<file path="src/design/rf_cfg_pkg.sv">
package rf_cfg_pkg;

  localparam int unsigned CLK_HZ = 25_000_000;
  localparam int unsigned ADDR_W = 8;
  localparam int unsigned DATA_W = 32;
  localparam int unsigned NUM_SETTINGS = 6;
  localparam int unsigned NUM_WRITES = 7;

  // Register byte offsets.
  localparam logic [7:0] OFS_CTRL = 8'h00;
  localparam logic [7:0] OFS_STATUS = 8'h04;
  localparam logic [7:0] OFS_TX_ENABLE = 8'h08;
  localparam logic [7:0] OFS_RX_DELAY = 8'h0c;
  localparam logic [7:0] OFS_SETTING0 = 8'h10;

  // Field positions.
  localparam int unsigned CTRL_PROTO_LSB = 0;
  localparam int unsigned CTRL_START_BIT = 8;
  localparam int unsigned ST_BUSY_BIT = 0;
  localparam int unsigned ST_DONE_BIT = 1;
  localparam int unsigned ST_REFUSED_BIT = 2;
  localparam int unsigned ST_BAD_PROTO_BIT = 3;
  localparam int unsigned ST_LOADED_BIT = 4;
  localparam int unsigned ST_PROTO_LSB = 8;

  localparam logic [1:0] RESP_OKAY = 2'b00;
  localparam logic [1:0] RESP_SLVERR = 2'b10;

  // Index of each written value; the last one is the reception-start delay timer.
  localparam logic [2:0] IDX_TX_CLOCK = 3'h0;
  localparam logic [2:0] IDX_MOD_SHAPE = 3'h1;
  localparam logic [2:0] IDX_UNDERSHOOT = 3'h2;
  localparam logic [2:0] IDX_OVERSHOOT = 3'h3;
  localparam logic [2:0] IDX_DRIVE = 3'h4;
  localparam logic [2:0] IDX_ANTENNA = 3'h5;
  localparam logic [2:0] IDX_RX_DELAY = 3'h6;

  typedef enum logic [2:0] {
    PROTO_A106 = 3'h0,
    PROTO_A212 = 3'h1,
    PROTO_A424 = 3'h2,
    PROTO_A848 = 3'h3,
    PROTO_B106 = 3'h4,
    PROTO_B212 = 3'h5,
    PROTO_B424 = 3'h6
  } proto_t;

  localparam logic [2:0] PROTO_LAST = 3'h6;

  // Rows by protocol; columns by write index.
  localparam logic [31:0] SETTING_TABLE [0:6][0:6] = '{
    '{32'h74, 32'h2350, 32'h17, 32'h0, 32'hdbcf43, 32'h10, 32'h40},
    '{32'h82, 32'h2350, 32'h17, 32'h0, 32'hdbcf043, 32'h10, 32'h40},
    '{32'h82, 32'h650, 32'h5, 32'h0, 32'hdbcf43, 32'h10, 32'h20},
    '{32'h82, 32'h150, 32'h1, 32'h0, 32'hf9ef45, 32'h10, 32'h10},
    '{32'h8e, 32'h0, 32'h0, 32'h0, 32'h3a4756, 32'h10, 32'h80},
    '{32'h8e, 32'h0, 32'h0, 32'h0, 32'h39c746, 32'h10, 32'h40},
    '{32'h78e, 32'h0, 32'h0, 32'h1fe0013, 32'h71cf54, 32'h10, 32'h20}
  };

  typedef struct packed {
    logic valid;
    logic [2:0] index;
    logic [31:0] data;
  } setting_wr_t;

  typedef enum logic [2:0] {
    ST_IDLE = 3'b001,
    ST_WRITE = 3'b010,
    ST_FINISH = 3'b100
  } load_state_t;

endpackage

</file>
<file path="src/design/rf_tx_protocol_config_loader.sv">
// How it works
// Type A 106 kbit/s loads its six fixed transmitter values.
// Type A 212 kbit/s loads its six fixed transmitter values.
// Type A 424 kbit/s loads its six fixed transmitter values.
// Type A 848 kbit/s loads its six fixed transmitter values.
// Type B 106 kbit/s loads its six fixed transmitter values.
// Type B 212 kbit/s loads its six fixed transmitter values.
// Type B 424 kbit/s loads its six fixed transmitter values.
// The reception-start delay timer is set by the device, never by the host.
// All six values are written before another command or transmission starts.
//
// Chosen here: the placing of the registers and the AXI4-Lite register port.
`timescale 1ns/1ps
module rf_tx_protocol_config_loader (
  input wire logic aclk, // System clock, 25 MHz
  input wire logic aresetn, // Synchronous reset, active low
  input wire logic ce, // Clock enable; low freezes all state
  input wire logic awvalid, // Write address valid
  output logic awready, // Write address ready
  input wire logic [7:0] awaddr, // Write byte address
  input wire logic wvalid, // Write data valid
  output logic wready, // Write data ready
  input wire logic [31:0] wdata, // Write data
  input wire logic [3:0] wstrb, // Write byte strobes
  output logic bvalid, // Write response valid
  input wire logic bready, // Write response ready
  output logic [1:0] bresp, // Write response code
  input wire logic arvalid, // Read address valid
  output logic arready, // Read address ready
  input wire logic [7:0] araddr, // Read byte address
  output logic rvalid, // Read data valid
  input wire logic rready, // Read data ready
  output logic [31:0] rdata, // Read data
  output logic [1:0] rresp, // Read response code
  output rf_cfg_pkg::setting_wr_t setting_wr, // One value written per cycle
  output logic rf_tx_on // Transmission allowed
);

  logic aw_held, w_held;
  logic [7:0] aw_addr_q;
  logic [31:0] w_data_q;
  logic [3:0] w_strb_q;
  logic next_aw_held, next_w_held, next_bvalid, next_rvalid;
  logic [7:0] next_aw_addr_q;
  logic [31:0] next_w_data_q, next_rdata;
  logic [3:0] next_w_strb_q;
  logic [1:0] next_bresp, next_rresp;
  logic wr_fire;

  rf_cfg_pkg::load_state_t state, next_state;
  logic [2:0] proto_sel, next_proto_sel, active_proto, next_active_proto;
  logic [2:0] idx, next_idx;
  logic tx_enable, next_tx_enable;
  logic done, next_done, refused, next_refused, bad_proto, next_bad_proto;
  logic loaded, next_loaded;
  logic [31:0] setting_mem [0:5];
  logic [31:0] next_setting_mem [0:5];
  logic [31:0] rx_delay, next_rx_delay;
  rf_cfg_pkg::setting_wr_t next_setting_wr;
  logic [31:0] tbl_data;
  logic tbl_ok;
  logic [2:0] req_proto;
  logic req_ok;
  logic [31:0] status_word;

  function automatic logic mapped(input logic [7:0] a);
    mapped = (a[1:0] == 2'b00) && (a <= rf_cfg_pkg::OFS_SETTING0 + 8'h14);
  endfunction

  rf_protocol_table u_active_table (
    .proto(active_proto),
    .index(idx),
    .data(tbl_data),
    .proto_ok(tbl_ok)
  );

  // Checks the code offered with a start command before any write begins.
  rf_protocol_table u_request_table (
    .proto(req_proto),
    .index(3'h0),
    .data(),
    .proto_ok(req_ok)
  );

  assign awready = ce && !aw_held && !bvalid;
  assign wready = ce && !w_held && !bvalid;
  assign arready = ce && !rvalid;
  assign wr_fire = ce && aw_held && w_held && !bvalid;
  assign req_proto = w_strb_q[0] ? w_data_q[2:0] : proto_sel;
  // Transmission waits until the last value of a load has landed.
  assign rf_tx_on = tx_enable && loaded && (state == rf_cfg_pkg::ST_IDLE);

  always_comb
  begin
    status_word = 32'h0;
    status_word[rf_cfg_pkg::ST_BUSY_BIT] = (state != rf_cfg_pkg::ST_IDLE);
    status_word[rf_cfg_pkg::ST_DONE_BIT] = done;
    status_word[rf_cfg_pkg::ST_REFUSED_BIT] = refused;
    status_word[rf_cfg_pkg::ST_BAD_PROTO_BIT] = bad_proto;
    status_word[rf_cfg_pkg::ST_LOADED_BIT] = loaded;
    status_word[rf_cfg_pkg::ST_PROTO_LSB +: 3] = active_proto;
  end

  always_comb
  begin
    next_aw_held = aw_held;
    next_aw_addr_q = aw_addr_q;
    next_w_held = w_held;
    next_w_data_q = w_data_q;
    next_w_strb_q = w_strb_q;
    next_bvalid = bvalid;
    next_bresp = bresp;
    next_rvalid = rvalid;
    next_rdata = rdata;
    next_rresp = rresp;
    if (awvalid && awready)
    begin
      next_aw_held = 1'b1;
      next_aw_addr_q = awaddr;
    end
    if (wvalid && wready)
    begin
      next_w_held = 1'b1;
      next_w_data_q = wdata;
      next_w_strb_q = wstrb;
    end
    if (wr_fire)
    begin
      next_aw_held = 1'b0;
      next_w_held = 1'b0;
      next_bvalid = 1'b1;
      next_bresp = mapped(aw_addr_q) ? rf_cfg_pkg::RESP_OKAY : rf_cfg_pkg::RESP_SLVERR;
    end
    else if (bvalid && bready)
    begin
      next_bvalid = 1'b0;
    end
    if (arvalid && arready)
    begin
      next_rvalid = 1'b1;
      next_rresp = mapped(araddr) ? rf_cfg_pkg::RESP_OKAY : rf_cfg_pkg::RESP_SLVERR;
      next_rdata = 32'h0;
      case (araddr)
        rf_cfg_pkg::OFS_CTRL: next_rdata = {29'h0, proto_sel};
        rf_cfg_pkg::OFS_STATUS: next_rdata = status_word;
        rf_cfg_pkg::OFS_TX_ENABLE: next_rdata = {31'h0, tx_enable};
        rf_cfg_pkg::OFS_RX_DELAY: next_rdata = rx_delay;
        default:
        begin
          if (mapped(araddr) && araddr >= rf_cfg_pkg::OFS_SETTING0)
          begin
            next_rdata = setting_mem[3'((araddr - rf_cfg_pkg::OFS_SETTING0) >> 2)];
          end
        end
      endcase
    end
    else if (rvalid && rready)
    begin
      next_rvalid = 1'b0;
    end
  end

  always_ff @(posedge aclk)
  begin
    if (!aresetn)
    begin
      aw_held <= 1'b0;
      aw_addr_q <= 8'h00;
      w_held <= 1'b0;
      w_data_q <= 32'h0;
      w_strb_q <= 4'h0;
      bvalid <= 1'b0;
      bresp <= 2'h0;
      rvalid <= 1'b0;
      rdata <= 32'h0;
      rresp <= 2'h0;
    end
    else if (ce)
    begin
      aw_held <= next_aw_held;
      aw_addr_q <= next_aw_addr_q;
      w_held <= next_w_held;
      w_data_q <= next_w_data_q;
      w_strb_q <= next_w_strb_q;
      bvalid <= next_bvalid;
      bresp <= next_bresp;
      rvalid <= next_rvalid;
      rdata <= next_rdata;
      rresp <= next_rresp;
    end
  end

  always_comb
  begin
    next_state = state;
    next_proto_sel = proto_sel;
    next_active_proto = active_proto;
    next_idx = idx;
    next_tx_enable = tx_enable;
    next_done = done;
    next_refused = refused;
    next_bad_proto = bad_proto;
    next_loaded = loaded;
    next_setting_mem = setting_mem;
    next_rx_delay = rx_delay;
    next_setting_wr = '0;
    // Clears come first so that a flag raised in the same cycle survives.
    if (wr_fire && aw_addr_q == rf_cfg_pkg::OFS_STATUS && w_strb_q[0])
    begin
      if (w_data_q[rf_cfg_pkg::ST_DONE_BIT]) next_done = 1'b0;
      if (w_data_q[rf_cfg_pkg::ST_REFUSED_BIT]) next_refused = 1'b0;
      if (w_data_q[rf_cfg_pkg::ST_BAD_PROTO_BIT]) next_bad_proto = 1'b0;
    end
    if (wr_fire && aw_addr_q == rf_cfg_pkg::OFS_TX_ENABLE && w_strb_q[0])
    begin
      next_tx_enable = w_data_q[0];
    end
    case (state)
      rf_cfg_pkg::ST_IDLE:
      begin
        if (wr_fire && aw_addr_q == rf_cfg_pkg::OFS_CTRL)
        begin
          if (w_strb_q[0]) next_proto_sel = w_data_q[2:0];
          if (w_strb_q[1] && w_data_q[rf_cfg_pkg::CTRL_START_BIT])
          begin
            if (!req_ok)
            begin
              next_bad_proto = 1'b1;
            end
            else
            begin
              next_state = rf_cfg_pkg::ST_WRITE;
              next_active_proto = req_proto;
              next_idx = rf_cfg_pkg::IDX_TX_CLOCK;
              next_loaded = 1'b0;
            end
          end
        end
      end
      rf_cfg_pkg::ST_WRITE:
      begin
        next_setting_wr = '{valid: tbl_ok, index: idx, data: tbl_data};
        if (idx == rf_cfg_pkg::IDX_RX_DELAY)
        begin
          next_rx_delay = tbl_data;
          next_state = rf_cfg_pkg::ST_FINISH;
        end
        else
        begin
          next_setting_mem[idx] = tbl_data;
          next_idx = idx + 3'h1;
        end
      end
      rf_cfg_pkg::ST_FINISH:
      begin
        next_done = 1'b1;
        next_loaded = 1'b1;
        next_state = rf_cfg_pkg::ST_IDLE;
      end
      default: next_state = rf_cfg_pkg::ST_IDLE;
    endcase
    // Commands that land while a load runs are dropped and flagged.
    if (state != rf_cfg_pkg::ST_IDLE && wr_fire && aw_addr_q == rf_cfg_pkg::OFS_CTRL)
    begin
      next_refused = 1'b1;
    end
  end

  always_ff @(posedge aclk)
  begin
    if (!aresetn)
    begin
      state <= rf_cfg_pkg::ST_IDLE;
      proto_sel <= 3'h0;
      active_proto <= 3'h0;
      idx <= 3'h0;
      tx_enable <= 1'b0;
      done <= 1'b0;
      refused <= 1'b0;
      bad_proto <= 1'b0;
      loaded <= 1'b0;
      rx_delay <= 32'h0;
      setting_wr <= '0;
      for (int i = 0; i < 6; i++) setting_mem[i] <= 32'h0;
    end
    else if (ce)
    begin
      state <= next_state;
      proto_sel <= next_proto_sel;
      active_proto <= next_active_proto;
      idx <= next_idx;
      tx_enable <= next_tx_enable;
      done <= next_done;
      refused <= next_refused;
      bad_proto <= next_bad_proto;
      loaded <= next_loaded;
      rx_delay <= next_rx_delay;
      setting_wr <= next_setting_wr;
      setting_mem <= next_setting_mem;
    end
  end

  a_a106_drive: assert property (@(posedge aclk) disable iff (!aresetn)
    setting_wr.valid && active_proto == 3'h0 && setting_wr.index == 3'h4 |-> setting_wr.data == 32'hdbcf43)
    else $error("A106 drive value wrong");
  a_a212_drive: assert property (@(posedge aclk) disable iff (!aresetn)
    setting_wr.valid && active_proto == 3'h1 && setting_wr.index == 3'h4 |-> setting_wr.data == 32'hdbcf043)
    else $error("A212 drive value wrong");
  a_a424_shape: assert property (@(posedge aclk) disable iff (!aresetn)
    setting_wr.valid && active_proto == 3'h2 && setting_wr.index == 3'h1 |-> setting_wr.data == 32'h650)
    else $error("A424 modulation shape wrong");
  a_a848_under: assert property (@(posedge aclk) disable iff (!aresetn)
    setting_wr.valid && active_proto == 3'h3 && setting_wr.index == 3'h2 |-> setting_wr.data == 32'h1)
    else $error("A848 undershoot wrong");
  a_b106_clock: assert property (@(posedge aclk) disable iff (!aresetn)
    setting_wr.valid && active_proto == 3'h4 && setting_wr.index == 3'h0 |-> setting_wr.data == 32'h8e)
    else $error("B106 tx clock wrong");
  a_b212_drive: assert property (@(posedge aclk) disable iff (!aresetn)
    state == rf_cfg_pkg::ST_FINISH && active_proto == 3'h5 |=> setting_mem[4] == 32'h39c746)
    else $error("B212 drive value not stored");
  a_b424_over: assert property (@(posedge aclk) disable iff (!aresetn)
    state == rf_cfg_pkg::ST_FINISH && active_proto == 3'h6 |=> setting_mem[3] == 32'h1fe0013)
    else $error("B424 overshoot not stored");
  a_rx_timer_set: assert property (@(posedge aclk) disable iff (!aresetn || !ce)
    $rose(setting_wr.valid) |-> setting_wr.valid[*7] ##1 (!setting_wr.valid && done))
    else $error("Load did not end with the timer write");
  a_tx_held_busy: assert property (@(posedge aclk) disable iff (!aresetn)
    state != rf_cfg_pkg::ST_IDLE |-> !loaded && !rf_tx_on)
    else $error("Transmission allowed during load");
  a_cmd_refused: assert property (@(posedge aclk) disable iff (!aresetn || !ce)
    wr_fire && aw_addr_q == 8'h00 && state != rf_cfg_pkg::ST_IDLE |=> refused && $stable(active_proto))
    else $error("Command during load not refused");

  c_load_a106: cover property (@(posedge aclk) state == rf_cfg_pkg::ST_FINISH && active_proto == 3'h0);
  c_load_b424: cover property (@(posedge aclk) state == rf_cfg_pkg::ST_FINISH && active_proto == 3'h6);
  c_refused: cover property (@(posedge aclk) $rose(refused));
  c_tx_on: cover property (@(posedge aclk) $rose(rf_tx_on));

endmodule

</file>
<file path="src/design/rf_protocol_table.sv">
`timescale 1ns/1ps
module rf_protocol_table (
  input wire logic [2:0] proto, // Selected protocol code
  input wire logic [2:0] index, // Value index, 0 to 6
  output logic [31:0] data, // Value to load
  output logic proto_ok // Protocol code is supported
);

  always_comb
  begin
    proto_ok = (proto <= rf_cfg_pkg::PROTO_LAST);
    data = 32'h0;
    if (proto_ok && index <= rf_cfg_pkg::IDX_RX_DELAY)
    begin
      data = rf_cfg_pkg::SETTING_TABLE[proto][index];
    end
  end

endmodule

</file>
<file path="config.mk">
export PLATFORM = sky130hd
export DESIGN_NAME = rf_tx_protocol_config_loader
export DESIGN_NICKNAME = d
export VERILOG_FILES = /design/src/design/rf_cfg_pkg.sv /design/src/design/rf_tx_protocol_config_loader.sv /design/src/design/rf_protocol_table.sv
export SDC_FILE = /design/constraint.sdc
export NUM_CORES = 1
export LEC_CHECK = 0
export BUFFER_PORTS_ARGS = -buffer_cell sky130_fd_sc_hd__buf_2
export CAP_MARGIN = 20
export CORE_ASPECT_RATIO = 0.9
export CORE_MARGIN = 2
export CORE_UTILIZATION = 52
export DETAILED_ROUTE_END_ITERATION = 8
export PLACE_DENSITY = 0.73
export SKIP_CTS_REPAIR_TIMING = 1
export SLEW_MARGIN = 5
export SYNTH_ARGS = -nofsm -noshare
export SYNTH_HDL_FRONTEND = slang
export SYNTH_SLANG_ARGS = --single-unit
</file>
<file path="constraint.sdc">
create_clock -name aclk -period 1.9 [get_ports aclk]
set_input_delay 0.285 -clock aclk [delete_from_list [all_inputs] [get_ports aclk]]
set_output_delay 0.285 -clock aclk [all_outputs]
set_load 0.05 [all_outputs]
</file>
==> flow_summary.toml, run 1 <==
[synthesis]
netlist_instances = 1143
synth_adder_area_share_pct = 0.355
yosys.area_share.simple_pct = 21.2
yosysUniqueCellTypes = 62
ys_warn_count = 0
synthTopCellsByCount = "dfxtp_1 (259), nand2_1 (134), a21oi_1 (92)"
yosys.area.top_type = "dfxtp_1"
yosysTopAreaCellShare_pct = 49.0
synth_top_family_by_area = "simple AND/OR/NAND/NOR gates"
ys_top_cells_by_area = "dfxtp_1 (49%), nand2_1 (4.8%), mux4_2 (4.5%)"
synth-seq-cells = 259
synth_compound_area_share_pct = 14.8
avgSynthCellArea_um2 = 9.25
ys_seq_area_share_pct = 49.0
synth_edf_count = 0
synthMuxAreaShare_pct = 9.49
ys.flop_type = "dfxtp_1"
syn_area_um2 = 10600
synth_xor_area_share_pct = 0
async_reset_ff_share_pct = 0
synth.most_common_cell = "dfxtp_1"

[pwr]
ir_worst_vdd_uv = 897
power_mw = 11.3
leakagePower_nw = 5.46
p_per_area_nw_per_um2 = 884

[worst_setup_path]
crit_type = "reg -> out"
endpoint_kind = "output pin"
crit_fanout = 5
startpoint_type = "register"
r2r_slack_ns = 0.04
cp.required_ns = 1.62
arrival_ns = 1.62

[floorplan]
rows = 49
core_area_um2 = 20000
dieWidth_um = 154
initial_core_util_pct = 52.9
ioPinCount = 138
dieArea_um2 = 21500
die_h_um = 139

[route]
remaining_drc_errors = 0
drtAntennaViolNets = 0
drtPass1Iterations = 5
vias = 8938
wl_um = 28300
wire_per_inst_um = 18.3
vias_per_cell = 5.77
drt_iter0_drc = 664

[timing]
timing.final.ws_setup_ns = -0.000475
hold-worst-slack_ns = -0.00404
setup_viol = 1
rsz0062_at_grt = "yes"
worst_pin_slew_ns = 0.502
drv_slew = 0
clock_skew_ns = 0.0188
setup-tns-final_ns = -0.000475
period_share_pct = 100
period_minus_slack_ns = 1.90
finalHoldViolCount = 4
max_freq_ghz = 0.526
relSlewSlack_pct = 66.4

[placed_design]
port_buffers = 101
dp_hpwl_um = 19700
dpl_cell_area_um2 = 11900
gp_congestion = 0.912

[finish]
multiInputGateArea_um2 = 4940
diodes = 0
syn_to_final_growth_pct = 21.3
seqCellArea_um2 = 5190
drive_gt1_share_pct = 23.6
design_area_um2 = 12800
post-route-util_pct = 64.2
nets = 1340
nFillCells = 1653

[status]
status = "complete, but fails checks"
violations = "hold timing, setup timing"

[clock_tree]
cts.sinks = 259
root_buffer = "clkbuf_16"
cts_made_buffers = 27
cts_htree_levels = 1
tritoncts = "built"
clk_pin_slew_ns = 0.06
clockBufferDepth = 3
insertion_delay_ns = 0.53

[global_route]
grt_pass1_vias = 8691
grt-ovfl-total = 0
grt_util_all_layers_pct = 26.2
grt_pass1_wl_um = 45700
grt_max_degree = 87
antenna_found_initial = 0

[min_path]
hold_class = "in -> reg"

[job]
cap_violations = 0
## final timing paths
path,depth (start not counted),startpoint,endpoint
max,4,state[1],rf_tx_on
min,3,awaddr[2],aw_addr_q[2]
max reg2reg,8,state[0],rx_delay[1]
min reg2reg,2,setting_mem[170],setting_mem[170]
## critical path, stage by stage, from the launching register on
cell and delay (ns):
dfxtp_1 0.34, buf_4 0.16, nor3b_2 0.21, and3_1 0.22, buf_6 0.17
## kinds of logic (layout without fill, tap and decap cells)
logic type      count (synthesis)  count (layout)
other cells                     1               7
mux                            73              73
simple gates                  445             445
flops                         259             259
fa+ha+maj                       3               3
compound gates                249             249
buf+inv                       113             259
## state kept, by name, summed over array words and instances, names as in the netlist, 5 cells and up
name         flops
rx_delay        24
w_data_q         5
setting_mem    144
setting_wr      28
rdata           25
aw_addr_q        8
## placed cells by master, fill, tap and decap left out, drive strengths merged, types with 3 or more instances in the layout
cell     netlist  routed
a211oi         3       3
a21oi         92      92
a221o         16      16
a22oi          8       8
a31oi          4       4
a32oi          4       4
and2          49      49
and3          74      74
buf           48     206
bufinv         0       3
clkbuf        59      39
clkinv         0       3
conb           1       7
dfxtp        259     259
ha             3       3
inv            6       7
mux2           8       8
mux2i         44      44
mux4          21      21
nand2        134     134
nand2b         9       9
nand3         45      45
nand4          4       4
nand4b         3       3
nor2          81      81
nor2b          7       7
nor3          13      13
nor3b          4       4
nor4           3       3
o21a          20      20
o21ai         60      60
o22ai         10      10
o2bb2ai        4       4
o31ai          8       8
o32a           8       8
or2            6       6
or3            4       4
## per-stage QoR
stage	setup WS (ns)	cells
after floorplan	0.0106	1149
after detailed placement	-0.0391	1503
after global routing	-0.0478	1550
final	-0.000475	1550
after global placement	-0.0155	1503
after CTS	-0.152	1550
## layer usage
layer	up-vias	part of all wire (%)	routed length [µm]	track usage (%)
li1	4298	-	-	-
met1	4250	46	13200	37.5
met2	327	44	12400	40.6
met3	63	6.7	1910	4.27
met4	0	3.1	877	8.87
met5	-	0	0	0
## power by group
part / internal, mW / switching, mW / leakage [nW]
sequential: 5.46 / 0.0239 / 2.09
combinational: 0.169 / 0.374 / 2.94
clock: 3.21 / 2.10 / 0.437
total: 8.85 / 2.50 / 5.46
## layout make-up
| cell class | count | area share [%] |
|---|---|---|
| sequential | 259 | 40.4 |
| multi-input combinational | 777 | 38.5 |
| timing repair buffer | 206 | 11.4 |
| clock buffer | 39 | 6.01 |
| tap | 255 | 2.49 |
| clock inverter | 8 | 0.966 |
| inverter | 6 | 0.176 |
Power figures use the tool's default switching activity.
==> inputs of run 2 (changes only) <==
GPL_TIMING_DRIVEN = 0   (was not set)
==> flow_summary.toml, run 2 (synthesis gave the netlist of run 1 again) <==
[clock_tree]
cts.sinks = 259
insertion_delay_ns = 0.54
cts_htree_levels = 1
tritoncts = "built"
clk_pin_slew_ns = 0.07
clockBufferDepth = 3
root_buffer = "clkbuf_16"
cts_made_buffers = 27

[timing]
worst_pin_slew_ns = 0.834
relSlewSlack_pct = 44.4
clock_skew_ns = 0.0126
max_freq_ghz = 0.500
period_share_pct = 105
rsz0062_at_grt = "yes"
timing.final.ws_setup_ns = -0.0997
setup_viol = 31
hold-worst-slack_ns = -0.00438
finalHoldViolCount = 4
drv_slew = 0
period_minus_slack_ns = 2.00

[finish]
final_common_cell = "dfxtp_1"
reg_top3 = "setting_mem: 144 flops, setting_wr: 28 flops, rdata: 25 flops"
drive_gt1_share_pct = 26.7
regMostFlops = "setting_mem"
syn_to_final_growth_pct = 23.2
design_area_um2 = 13000
diodes = 0
nets = 1362
largest_reg_flops = 144
nFillCells = 1642
mostFrequentLayoutCells = "dfxtp_1 (250), nand2_1 (121), buf_2 (111)"

[pwr]
ir_worst_vdd_uv = 747
leakagePower_nw = 5.41
p_int_mw = 8.53
swShare_pct = 23.2
power_frac_seq_pct = 49.4
p_clk_share_pct = 45.3
p_per_area_nw_per_um2 = 853
pwr-share-comb_pct = 5.3
p_sw_mw = 2.57

[route]
wire_per_inst_um = 21.7
vias = 9478
vias_per_cell = 6.03
remaining_drc_errors = 0
drtPass1Iterations = 6
drt_iter0_drc = 1075
wl_um = 34100
drtAntennaViolNets = 0

[worst_setup_path]
cp.required_ns = 2.30
rr_worst_depth = 8
cpMostUsedCell = "buf_12"
cp-startpoint = "idx[1]"
arrival_ns = 2.40
timing.rr.end = "setting_mem[47]"
startpoint_type = "register"
critPathSlowestCell = "or3_4"
crit_fanout = 9
crit_end = "setting_mem[47]"
r2r_slack_ns = -0.1
path_cells = "buf_8 -> or3b_1 -> buf_6 -> or3_4 -> buf_12 -> buf_12 -> a32oi_1 -> nor2_1"
endpoint_kind = "register"
crit_type = "reg -> reg"
r2r_start = "idx[1]"
critPathMaxStageDelay_ns = 0.37

[status]
violations = "hold timing, setup timing"
status = "complete, but fails checks"

[placed_design]
port_buffers = 99
dpl_cell_area_um2 = 11400
gp_congestion = 0.972
dp_slack_ns = -1.11
dp_hpwl_um = 23600

[floorplan]
core_area_um2 = 20000
ioPinCount = 138
dieArea_um2 = 21500
rows = 49
initial_core_util_pct = 52.9
die_h_um = 139
dieWidth_um = 154

[global_route]
antenna_found_initial = 0
grt_pass1_wl_um = 49900
grt_util_all_layers_pct = 30.2
grt_pass1_vias = 8570
grt-ovfl-total = 0
grt_max_degree = 14

[min_path]
hold_class = "in -> reg"

[job]
cap_violations = 0
-- run 2: power by group through the flow --
stage               sequential [mW]  clock (mW)  combinational (mW)
floorplan                      5.65           0               0.325
CTS                            5.48        5.07               0.564
detailed placement             5.60           0               0.562
global route                   5.48        5.30               0.624
finish                         5.48        5.03               0.592
global placement               5.60           0               0.557
-- run 2: stage by stage --
stage          util [%]  cells  setup TNS [ns]  total power, mW
2_1_floorplan         -   1149               0             5.97
3_3_place_gp       57.1   1503          -74.05             6.16
3_5_place_dp       57.1   1503          -74.50             6.17
4_1_cts            61.3   1549          -65.23             11.1
5_1_grt            65.1   1571           -2.70             11.4
6_report           65.1   1571           -1.11             11.1
-- run 2: final cells by class --
class                           instances  area [µm²]  area share, %
Timing Repair Buffer                  124         753           5.79
Multi-Input combinational cell        777        5260           40.4
Buffer                                104         619           4.76
Tap cell                              255         319           2.45
Sequential cell                       259        5210           40.0
Clock inverter                          4        27.5          0.211
Inverter                                6        25.0          0.192
Clock buffer                           42         812           6.24
-- run 2: metal layers --
layer	track usage, %	vias to the layer above	part of all wire (%)
met2	43.5	526	43
met1	44.8	4537	44
li1	-	4333	-
met5	0	-	0
met4	10.6	0	3.3
met3	6.32	82	10
-- run 2: how the worst min path moves through the flow --
| stage | slack (ns) | from | end | cells past startpoint |
|---|---|---|---|---|
| global route | 0.001 | awaddr[5] | aw_addr_q[5] | 3 |
| floorplan | 0.42 | setting_mem[97] | setting_mem[97] | 2 |
| CTS | -0.02 | wstrb[0] | w_strb_q[0] | 3 |
| detailed placement | 0.44 | setting_mem[115] | setting_mem[115] | 1 |
| finish | -0.004 | awaddr[2] | aw_addr_q[2] | 3 |
| global placement | 0.44 | setting_mem[170] | setting_mem[170] | 2 |
-- run 2: worst max-delay path, delay by kind of cell, from the launching register on --
| family | cells | cell delay, ns |
|---|---|---|
| AND/OR/NAND/NOR | 3 | 0.79 |
| buffers and inverters | 4 | 0.57 |
| AO/OA/AOI/OAI | 1 | 0.16 |
| flip-flops | 1 | 0.35 |
